`src/rtl/charge_setpoint_defines.svh`:
```
// Offsets, field positions, reset values and scaling constants of the
// charge set-point register bank.
// Assumes it is included by bare name from the package and the bank files.
//
// How it works
// Termination bit 7 picks range: 0 is 500 uA steps, 1 is 1 mA steps.
// Termination bits 6..2 are a five-bit current code weighted per range.
// Termination bit 1 enables end-of-charge cutoff and resets to one.
// Termination register resets to 0x0E: low range, code 00011, cutoff on.
// Voltage bits 7..1 form a code; regulation is 3.6 V plus code times 10 mV.
// A written voltage code above 105 is stored as 105, meaning 4.65 V.
// Voltage register default is the programmed value, printed as 0x78.
// Output bit 7 enables the buck; zero disables and pulls output low.
// Range select 00 low table, 01 from 1.3 V, 10 not valid, 11 from 1.8 V.
// With select 01 or 11 the level is base plus code times 100 mV.
// With select 00, codes give 1.1, 1.2, 1.25 V then about 83 mV steps.
// Output register resets to 0xAA, leaving the buck output enabled; the code pulls it low in reset until the first edge after release.
// Bit 0 of termination and voltage registers is plain storage, reset 0.
`ifndef CHARGE_SETPOINT_DEFINES_SVH
`define CHARGE_SETPOINT_DEFINES_SVH

`define TERM_ADDR 8'h04
`define VREG_ADDR 8'h05
`define BUCK_ADDR 8'h06

`define TERM_RESET 8'h0E
`define VREG_RESET 8'h78
`define BUCK_RESET 8'hAA

`define TERM_RANGE_BIT 7
`define TERM_CODE_MSB 6
`define TERM_CODE_LSB 2
`define TERM_EN_BIT 1
`define SPARE_BIT 0
`define VREG_CODE_MSB 7
`define VREG_CODE_LSB 1
`define BUCK_EN_BIT 7
`define BUCK_SEL_MSB 6
`define BUCK_SEL_LSB 5
`define BUCK_CODE_MSB 3
`define BUCK_CODE_LSB 0

`define VREG_CODE_MAX 7'h69
`define TERM_LOW_STEP_UA 16'h01F4
`define TERM_HIGH_STEP_UA 16'h03E8
`define FLOAT_BASE_MV 16'h0E10
`define FLOAT_STEP_MV 16'h000A
`define LEVEL_STEP_MV 16'h0064
`define LEVEL_01_BASE_MV 16'h0514
`define LEVEL_11_BASE_MV 16'h0708
`define LEVEL_00_C0_MV 16'h044C
`define LEVEL_00_C1_MV 16'h04B0
`define LEVEL_00_BASE_MV 16'h04E2
`define LEVEL_10_BASE_MV 16'h05DC
`define LEVEL_FINE_STEP 16'h00FA
`define LEVEL_FINE_DIV 16'h0003
`define LEVEL_00_FIRST 4'h2

`endif

```
`src/rtl/charge_setpoint_pkg.sv`:
```
// Types shared by the charge set-point register bank and its users.
// Assumes the defines header is on the include path.
`include "charge_setpoint_defines.svh"

package charge_setpoint_pkg;

  typedef enum logic [1:0] {
    RANGE_LOW_TABLE = 2'b00,
    RANGE_FROM_1V3 = 2'b01,
    RANGE_NOT_VALID = 2'b10,
    RANGE_FROM_1V8 = 2'b11
  } output_range_e;

  typedef struct packed {
    logic [7:0] addr;
    logic [7:0] wdata;
    logic wr;
    logic rd;
  } reg_req_s;

  typedef struct packed {
    logic termination_range_select;
    logic [4:0] termination_current_code;
    logic end_of_charge_cutoff_on;
    logic [15:0] termination_current_ua;
    logic [6:0] battery_regulation_code;
    logic [15:0] battery_float_voltage_mv;
    logic buck_output_on;
    logic [1:0] output_range_select;
    logic [3:0] output_level_code;
    logic [15:0] output_level_mv;
    logic output_range_valid;
  } setpoints_s;

endpackage

```
`src/rtl/setpoint_reg.sv`:
```
// One read-write set-point register with a constant reset value.
// Assumes write strobe and data come from logic on the same clock.
`timescale 1ns/10ps
`default_nettype none

module setpoint_reg #(
  parameter int WIDTH = 8,
  parameter logic [WIDTH-1:0] RESET_VALUE = '0
) (
  // Clock and reset
  input wire logic clk,
  input wire logic rst,
  // Write side
  input wire logic wr_en,
  input wire logic [WIDTH-1:0] wdata,
  // Stored value
  output logic [WIDTH-1:0] q
);

  always_ff @(posedge clk or posedge rst) begin
    if (rst) begin
      q <= RESET_VALUE;
    end else if (wr_en) begin
      q <= wdata;
    end
  end

endmodule

`default_nettype wire

```
`src/rtl/charge_setpoint_registers.sv`:
```
// Termination, battery regulation and buck output set-point registers,
// with decoded set-points for the analog side.
// Assumes the serial interface delivers single-cycle requests on SYS_CLK.
`timescale 1ns/10ps
`default_nettype none
`include "charge_setpoint_defines.svh"

module charge_setpoint_registers #(
  // Programmed default of the regulation register.
  parameter logic [7:0] VREG_DEFAULT = `VREG_RESET
) (
  // Clock and reset
  input wire logic SYS_CLK,
  input wire logic RST,
  // Register access from the serial interface
  input wire charge_setpoint_pkg::reg_req_s REG_REQ,
  output logic [7:0] REG_RDATA,
  output logic REG_RVALID,
  // Decoded set-points
  output charge_setpoint_pkg::setpoints_s SETPOINTS,
  output logic BUCK_OUTPUT_PIN_PULL_LOW
);

  logic [7:0] term_q;
  logic [7:0] vreg_q;
  logic [7:0] buck_q;
  logic term_wr;
  logic vreg_wr;
  logic buck_wr;
  logic [6:0] written_code;
  logic [6:0] next_vreg_code;
  logic [7:0] next_rdata;
  charge_setpoint_pkg::setpoints_s next_setpoints;

  assign term_wr = REG_REQ.wr && (REG_REQ.addr == `TERM_ADDR);
  assign vreg_wr = REG_REQ.wr && (REG_REQ.addr == `VREG_ADDR);
  assign buck_wr = REG_REQ.wr && (REG_REQ.addr == `BUCK_ADDR);

  // termination reset value
  setpoint_reg #(
    .WIDTH(8),
    .RESET_VALUE(`TERM_RESET)
  ) u_term (
    .clk(SYS_CLK),
    .rst(RST),
    .wr_en(term_wr),
    .wdata(REG_REQ.wdata),
    .q(term_q)
  );

  // saturate regulation code
  assign written_code = REG_REQ.wdata[`VREG_CODE_MSB:`VREG_CODE_LSB];
  always_comb begin
    if (written_code > `VREG_CODE_MAX) begin
      next_vreg_code = `VREG_CODE_MAX;
    end else begin
      next_vreg_code = written_code;
    end
  end

  // programmed default
  setpoint_reg #(
    .WIDTH(8),
    .RESET_VALUE(VREG_DEFAULT)
  ) u_vreg (
    .clk(SYS_CLK),
    .rst(RST),
    .wr_en(vreg_wr),
    // spare bit kept
    .wdata({next_vreg_code, REG_REQ.wdata[`SPARE_BIT]}),
    .q(vreg_q)
  );

  // output control reset value
  setpoint_reg #(
    .WIDTH(8),
    .RESET_VALUE(`BUCK_RESET)
  ) u_buck (
    .clk(SYS_CLK),
    .rst(RST),
    .wr_en(buck_wr),
    .wdata(REG_REQ.wdata),
    .q(buck_q)
  );

  // Read decode; unmapped addresses read as zero and ignore writes.
  always_comb begin
    if (REG_REQ.addr == `TERM_ADDR) begin
      next_rdata = term_q;
    end else if (REG_REQ.addr == `VREG_ADDR) begin
      next_rdata = vreg_q;
    end else if (REG_REQ.addr == `BUCK_ADDR) begin
      next_rdata = buck_q;
    end else begin
      next_rdata = 8'h00;
    end
  end

  always_ff @(posedge SYS_CLK or posedge RST) begin
    if (RST) begin
      REG_RDATA <= 8'h00;
      REG_RVALID <= 1'b0;
    end else begin
      REG_RVALID <= REG_REQ.rd;
      if (REG_REQ.rd) begin
        REG_RDATA <= next_rdata;
      end
    end
  end

  // termination current weights
  function automatic logic [15:0] term_ua(input logic range,
                                          input logic [4:0] code);
    logic [15:0] wide;
    wide = {11'h000, code};
    // range step select
    if (range) begin
      term_ua = 16'(wide * `TERM_HIGH_STEP_UA);
    end else begin
      term_ua = 16'(wide * `TERM_LOW_STEP_UA);
    end
  endfunction

  // regulation voltage equation
  function automatic logic [15:0] float_mv(input logic [6:0] code);
    float_mv = 16'(`FLOAT_BASE_MV + {9'h000, code} * `FLOAT_STEP_MV);
  endfunction

  // The thirds of 250 mV are rounded to the nearest millivolt.
  function automatic logic [15:0] level_mv(input logic [1:0] sel,
                                           input logic [3:0] code);
    logic [15:0] wide;
    logic [15:0] fine;
    wide = {12'h000, code};
    fine = 16'h0000;
    level_mv = 16'h0000;
    case (charge_setpoint_pkg::output_range_e'(sel))
      // low table range
      charge_setpoint_pkg::RANGE_LOW_TABLE: begin
        if (code == 4'h0) begin
          level_mv = `LEVEL_00_C0_MV;
        end else if (code == 4'h1) begin
          level_mv = `LEVEL_00_C1_MV;
        end else begin
          fine = 16'((16'(wide - {12'h000, `LEVEL_00_FIRST}) *
                      `LEVEL_FINE_STEP + 16'h0001) / `LEVEL_FINE_DIV);
          level_mv = 16'(`LEVEL_00_BASE_MV + fine);
        end
      end
      // 100 mV steps
      charge_setpoint_pkg::RANGE_FROM_1V3: begin
        level_mv = 16'(`LEVEL_01_BASE_MV + wide * `LEVEL_STEP_MV);
      end
      charge_setpoint_pkg::RANGE_FROM_1V8: begin
        level_mv = 16'(`LEVEL_11_BASE_MV + wide * `LEVEL_STEP_MV);
      end
      default: begin
        fine = 16'((wide * `LEVEL_FINE_STEP + 16'h0001) / `LEVEL_FINE_DIV);
        level_mv = 16'(`LEVEL_10_BASE_MV + fine);
      end
    endcase
  endfunction

  always_comb begin
    next_setpoints.termination_range_select = term_q[`TERM_RANGE_BIT];
    next_setpoints.termination_current_code =
      term_q[`TERM_CODE_MSB:`TERM_CODE_LSB];
    // cutoff enable bit
    next_setpoints.end_of_charge_cutoff_on = term_q[`TERM_EN_BIT];
    next_setpoints.termination_current_ua =
      term_ua(term_q[`TERM_RANGE_BIT], term_q[`TERM_CODE_MSB:`TERM_CODE_LSB]);
    next_setpoints.battery_regulation_code =
      vreg_q[`VREG_CODE_MSB:`VREG_CODE_LSB];
    next_setpoints.battery_float_voltage_mv =
      float_mv(vreg_q[`VREG_CODE_MSB:`VREG_CODE_LSB]);
    next_setpoints.buck_output_on = buck_q[`BUCK_EN_BIT];
    next_setpoints.output_range_select = buck_q[`BUCK_SEL_MSB:`BUCK_SEL_LSB];
    next_setpoints.output_level_code = buck_q[`BUCK_CODE_MSB:`BUCK_CODE_LSB];
    next_setpoints.output_level_mv =
      level_mv(buck_q[`BUCK_SEL_MSB:`BUCK_SEL_LSB],
               buck_q[`BUCK_CODE_MSB:`BUCK_CODE_LSB]);
    // select 10 is not valid
    next_setpoints.output_range_valid =
      (buck_q[`BUCK_SEL_MSB:`BUCK_SEL_LSB] !=
       charge_setpoint_pkg::RANGE_NOT_VALID);
  end

  // Decoded values are registered so the analog side sees clean levels;
  // this costs one cycle after the register changes.
  always_ff @(posedge SYS_CLK or posedge RST) begin
    if (RST) begin
      SETPOINTS <= '0;
      BUCK_OUTPUT_PIN_PULL_LOW <= 1'b1;
    end else begin
      SETPOINTS <= next_setpoints;
      // disabled output pulled low
      BUCK_OUTPUT_PIN_PULL_LOW <= ~buck_q[`BUCK_EN_BIT];
    end
  end

  // Spare bits 0 of the first two registers only read back.
  // spare bit storage
  chk_spare_store: assert property (
    @(posedge SYS_CLK) disable iff (RST)
    (term_wr || vreg_wr) |=>
      (($past(term_wr) ? term_q[`SPARE_BIT] : vreg_q[`SPARE_BIT]) ==
       $past(REG_REQ.wdata[`SPARE_BIT])))
    else $error("spare bit 0 not stored");

  chk_term_reset: assert property (
    @(posedge SYS_CLK) $fell(RST) |-> (term_q == `TERM_RESET))
    else $error("termination register reset value wrong");

  chk_buck_reset: assert property (
    @(posedge SYS_CLK) $fell(RST) |-> (buck_q == `BUCK_RESET))
    else $error("output control register reset value wrong");

  chk_vreg_reset: assert property (
    @(posedge SYS_CLK) $fell(RST) |-> (vreg_q == VREG_DEFAULT))
    else $error("regulation register default wrong");

  chk_vreg_saturate: assert property (
    @(posedge SYS_CLK) disable iff (RST)
    (vreg_wr && (written_code > `VREG_CODE_MAX)) |=>
      (vreg_q[`VREG_CODE_MSB:`VREG_CODE_LSB] == `VREG_CODE_MAX))
    else $error("regulation code not saturated at 105");

  chk_vreg_pass: assert property (
    @(posedge SYS_CLK) disable iff (RST)
    (vreg_wr && (written_code <= `VREG_CODE_MAX)) |=> ##1
      (SETPOINTS.battery_float_voltage_mv ==
       16'(`FLOAT_BASE_MV + {9'h000, $past(written_code, 2)} *
           `FLOAT_STEP_MV)))
    else $error("regulation voltage does not follow written code");

  chk_cutoff_follow: assert property (
    @(posedge SYS_CLK) disable iff (RST)
    term_wr |=> ##1
      (SETPOINTS.end_of_charge_cutoff_on ==
       $past(REG_REQ.wdata[`TERM_EN_BIT], 2)))
    else $error("cutoff enable does not follow write");

  chk_term_range: assert property (
    @(posedge SYS_CLK) disable iff (RST)
    (SETPOINTS.termination_range_select &&
     SETPOINTS.termination_current_code == 5'h01) |->
      (SETPOINTS.termination_current_ua == `TERM_HIGH_STEP_UA))
    else $error("high range step is not 1 mA");

  chk_term_weight: assert property (
    @(posedge SYS_CLK) disable iff (RST)
    (!SETPOINTS.termination_range_select &&
     SETPOINTS.termination_current_code == 5'h10) |->
      (SETPOINTS.termination_current_ua == 16'h1F40))
    else $error("low range top bit is not 8 mA");

  chk_pull_low: assert property (
    @(posedge SYS_CLK) disable iff (RST)
    BUCK_OUTPUT_PIN_PULL_LOW == !SETPOINTS.buck_output_on)
    else $error("pull-low does not mirror buck disable");

  // Set-points are all zero in reset, so the first edge after release is
  // skipped; the decoded values only arrive one edge later.
  chk_range_valid: assert property (
    @(posedge SYS_CLK) disable iff (RST)
    !$past(RST) |->
      (SETPOINTS.output_range_valid ==
       (SETPOINTS.output_range_select != 2'b10)))
    else $error("range valid flag wrong");

  chk_level_step: assert property (
    @(posedge SYS_CLK) disable iff (RST)
    (SETPOINTS.output_range_select == 2'b11) |->
      (SETPOINTS.output_level_mv == 16'(`LEVEL_11_BASE_MV +
        {12'h000, SETPOINTS.output_level_code} * `LEVEL_STEP_MV)))
    else $error("level in 1.8 V range wrong");

  chk_level_table: assert property (
    @(posedge SYS_CLK) disable iff (RST)
    (SETPOINTS.output_range_select == 2'b00 &&
     SETPOINTS.output_level_code == 4'hF) |->
      (SETPOINTS.output_level_mv == 16'h091D))
    else $error("low table top code is not 2.333 V");

  chk_read_answer: assert property (
    @(posedge SYS_CLK) disable iff (RST)
    REG_REQ.rd |=> REG_RVALID && (REG_RDATA == $past(next_rdata)))
    else $error("read answer wrong or late");

  cov_saturating_write: cover property (
    @(posedge SYS_CLK) disable iff (RST)
    vreg_wr && (written_code > `VREG_CODE_MAX));

  cov_buck_off: cover property (
    @(posedge SYS_CLK) disable iff (RST)
    $rose(BUCK_OUTPUT_PIN_PULL_LOW));

  cov_high_range: cover property (
    @(posedge SYS_CLK) disable iff (RST)
    $rose(SETPOINTS.termination_range_select));

  cov_unmapped_read: cover property (
    @(posedge SYS_CLK) disable iff (RST)
    REG_REQ.rd && (next_rdata == 8'h00) && (REG_REQ.addr > `BUCK_ADDR));

endmodule

`default_nettype wire

```
`config.mk`:
```
export PLATFORM = sky130hd
export DESIGN_NAME = charge_setpoint_registers
export DESIGN_NICKNAME = d
export VERILOG_FILES = /design/src/rtl/charge_setpoint_pkg.sv /design/src/rtl/setpoint_reg.sv /design/src/rtl/charge_setpoint_registers.sv
export VERILOG_INCLUDE_DIRS = /design/src /design/src/rtl
export SDC_FILE = /design/constraint.sdc
export NUM_CORES = 1
export LEC_CHECK = 0
export BUFFER_PORTS_ARGS = -buffer_cell sky130_fd_sc_hd__buf_2
export CAP_MARGIN = 20
export CORE_UTILIZATION = 52
export DETAILED_ROUTE_END_ITERATION = 16
export MAX_ROUTING_LAYER = met4
export PLACE_DENSITY = 0.71
export SLEW_MARGIN = 20
export SYNTH_ARGS = -nofsm -noshare
export SYNTH_HDL_FRONTEND = slang
export SYNTH_SLANG_ARGS = --single-unit
```
`constraint.sdc`:
```
create_clock -name SYS_CLK -period 14.5 [get_ports SYS_CLK]
set_input_delay 0 -clock SYS_CLK [delete_from_list [all_inputs] [get_ports SYS_CLK]]
set_output_delay 0 -clock SYS_CLK [all_outputs]
set_load 0.02 [all_outputs]
```
==> impl_results.md <==
- Ys Warns: 0
- Detailed Place HPWL: around 23000 um
- Outcome: finished, final reports clean
- H-tree depth: 3
- Chip Height: around 150 um
- Die Area: 22760 um^2
- Mapped cell area: 11520 um^2
- Crit share post-route: 0.8669
- Commonest cells after routing, fill and taps aside: nand2_1 (119), nor2_1 (109), inv_1 (100), a21oi_1 (100), buf_2 (92)
- Final hold violations: 0
- Worst Path Required: between 10 and 15 ns
- First-pass GRT wire length: between 50000 and 60000 um
- CTS Root Cell: clkbuf_16
- Distinct cells, synth: 110
- Post-synth top flop: dfrtp_1
- Critical path class: reg2reg
- CTS tree: built
- Largest net degree at the start of global routing: 50
- Setup violations, final: 0
- Post-Syn Area per Cell: 8.102 um^2
- Largest stage delay, worst path: around 0.96 ns
- Final non-filler cell area: 12550 um^2
- Clk Latency, worst-skew pair: around 0.35 ns
- Initial antenna violation count: 0
- Vias/cell: approximately 6.3
- All-layer global routing usage: 0.2827
- Worst Max-Slew Pin Slew: approximately 0.93 ns
- Vias: 11044
- IO Pins: 100
- Post-synth ARST share: 1.000
- Number of flops mapped to enable cells by yosys: 0
- Vias in the first global route: ~10000
- Clk slew on worst S/H paths: around 0.07 ns
- Max Freq: roughly 0.080 GHz
- Most common cell after layout, fill and taps aside: nand2_1
- #FFs+latches synth: 95
- Clk sinks: 95
- Final net count: around 1600
- Inserted Diodes: 0
- Core Area: 21760 um^2
- Worst setup EP type: flop
- Avg WL per Cell: 17.59 um
- Cell count after synthesis: 1422
- Placed Cells: about 1700
- Worst hold path class: in2reg
- Final std cells w/o fill: roughly 1800
- PortBufs: approximately 90
- Clock skew: just under 0.01 ns
- Final Slew Violations: 0
- PnR worst setup slack: 1.929 ns
- Layout cells sized above 1: 0.1486
- Gp weighted congestion: 0.9794
- Pre-CTS WS: between 2 and 2.5 ns
- Critical path launch point type: flop
- Drt pass-1 iters: 7
- Die Span X: 150.9 um
- Global route overflow: 0
- Rows: 54
- # DRC: 0
- Total Wirelength: approximately 31000 um
- Setup TNS: 0 ns
- Crit-path slowest cell: dfstp_2
- Cts bufs inserted: 9
- RSZ-0062 raised after global routing: false
- DRT antenna net count: 0
- Starting Density: 0.5296
- Post-place instance area: approximately 12000 um^2
- Worst-path maximum fanout: 30
- Drt first-iter violations: between 900 and 1000
- Seq/Total Area, Yosys: 0.2076
- Clock buffer depth: 2
- Post-layout min period: 12.57 ns
- MaxCap Viol Count: 0
- Layout area overhead: 8.960%
- Crit path DAT: between 10 and 15 ns
- Rel. slew slack: 0.3759
==> cell families after synthesis <==
kind of cell,synth area share
mux,0.05191
buf+inv,0.06961
simple gates,0.1773
other cells,0.0003255
fa+ha+maj,0.1487
xor+xnor,0.06788
flops,0.2076
compound gates,0.2766
==> final cells by class <==
type                            count  area (um^2)
Clock buffer                       11        232.7
Clock inverter                      5        70.07
Fill cell                        1992         9203
Inverter                          104        395.4
Multi-Input combinational cell   1140         8377
Sequential cell                    95         2392
Tap cell                          280        350.3
Timing Repair Buffer              125        735.7
==> final timing paths <==
kind | from | end | slack (ns) | cells past startpoint
max in group asynchronous | RST | SETPOINTS[49] | 13.19 | 4
worst max register to register | u_buck.q[1] | SETPOINTS[14] | 1.93 | 40
worst min register to register | u_buck.q[7] | SETPOINTS[23] | 0.41 | 0
min in group asynchronous | RST | REG_RDATA[2] | 0.27 | 3
worst min-delay path | REG_REQ[10] | u_vreg.q[4] | 0.09 | 3
worst max-delay path | u_buck.q[1] | SETPOINTS[14] | 1.93 | 40
==> synth_stat cells, drive strengths merged (12+ instances only) <==
cell / instances / share of area
xor2: 29 / 0.026
nor3: 40 / 0.017
xnor2: 53 / 0.040
o31ai: 14 / 0.0096
mux2i: 27 / 0.025
dfrtp: 83 / 0.18
o22ai: 20 / 0.011
a211oi: 30 / 0.021
a21o: 22 / 0.014
nand3: 44 / 0.019
nand2: 120 / 0.039
nand4: 16 / 0.0087
a31oi: 23 / 0.012
dfstp: 12 / 0.027
clkbuf: 62 / 0.020
a21oi: 101 / 0.045
buf: 28 / 0.015
nor4: 13 / 0.0089
o21ai: 88 / 0.039
ha: 88 / 0.096
nor2: 111 / 0.037
or3: 14 / 0.0080
o211ai: 20 / 0.014
inv: 102 / 0.033
fa: 29 / 0.050
mux2: 25 / 0.025
nor2b: 12 / 0.0065
==> flip-flops by register name (all words and copies together) (netlist names) <==
signal and flops:
REG_RDATA 8, u_buck.q 8, REG_RVALID 1, BUCK_OUTPUT_PIN_PULL_LOW 1, u_term.q 8, SETPOINTS 61, u_vreg.q 8
==> worst max-delay path, delay by kind of cell, from the launching register on <==
kind            cells  cell delay, ns
simple gates        9            2.07
fa+ha+maj           9            3.23
xor+xnor            3            1.41
buf+inv             5            0.75
compound gates     11            3.19
mux                 3            0.87
flops               1            0.96
==> what timing repair did <==
item,4_1_cts,5_1_grt
endpoints found under the hold margin,73,0
gates resized for setup,0,0
setup buffers,0,0
hold buffers,11,0
==> layer usage <==
metal / GRT usage / wire [um]
met5: - / 0
met3: 0.03464 / 1899
met1: 0.4013 / 14330
met2: 0.4282 / 14200
met4: 0.06600 / 529
==> through the flow <==
stage	util	hold slack (ns)
after global routing	0.5770	0.1142
after global placement	0.5572	0.1131
after CTS	0.5762	0.07133
after detailed placement	0.5572	0.1208
after floorplan	-	0.03143
final	0.5770	0.08784
Power is not shown: default switching activity piles up to over one toggle a cycle in this logic, so the estimate is an artifact.
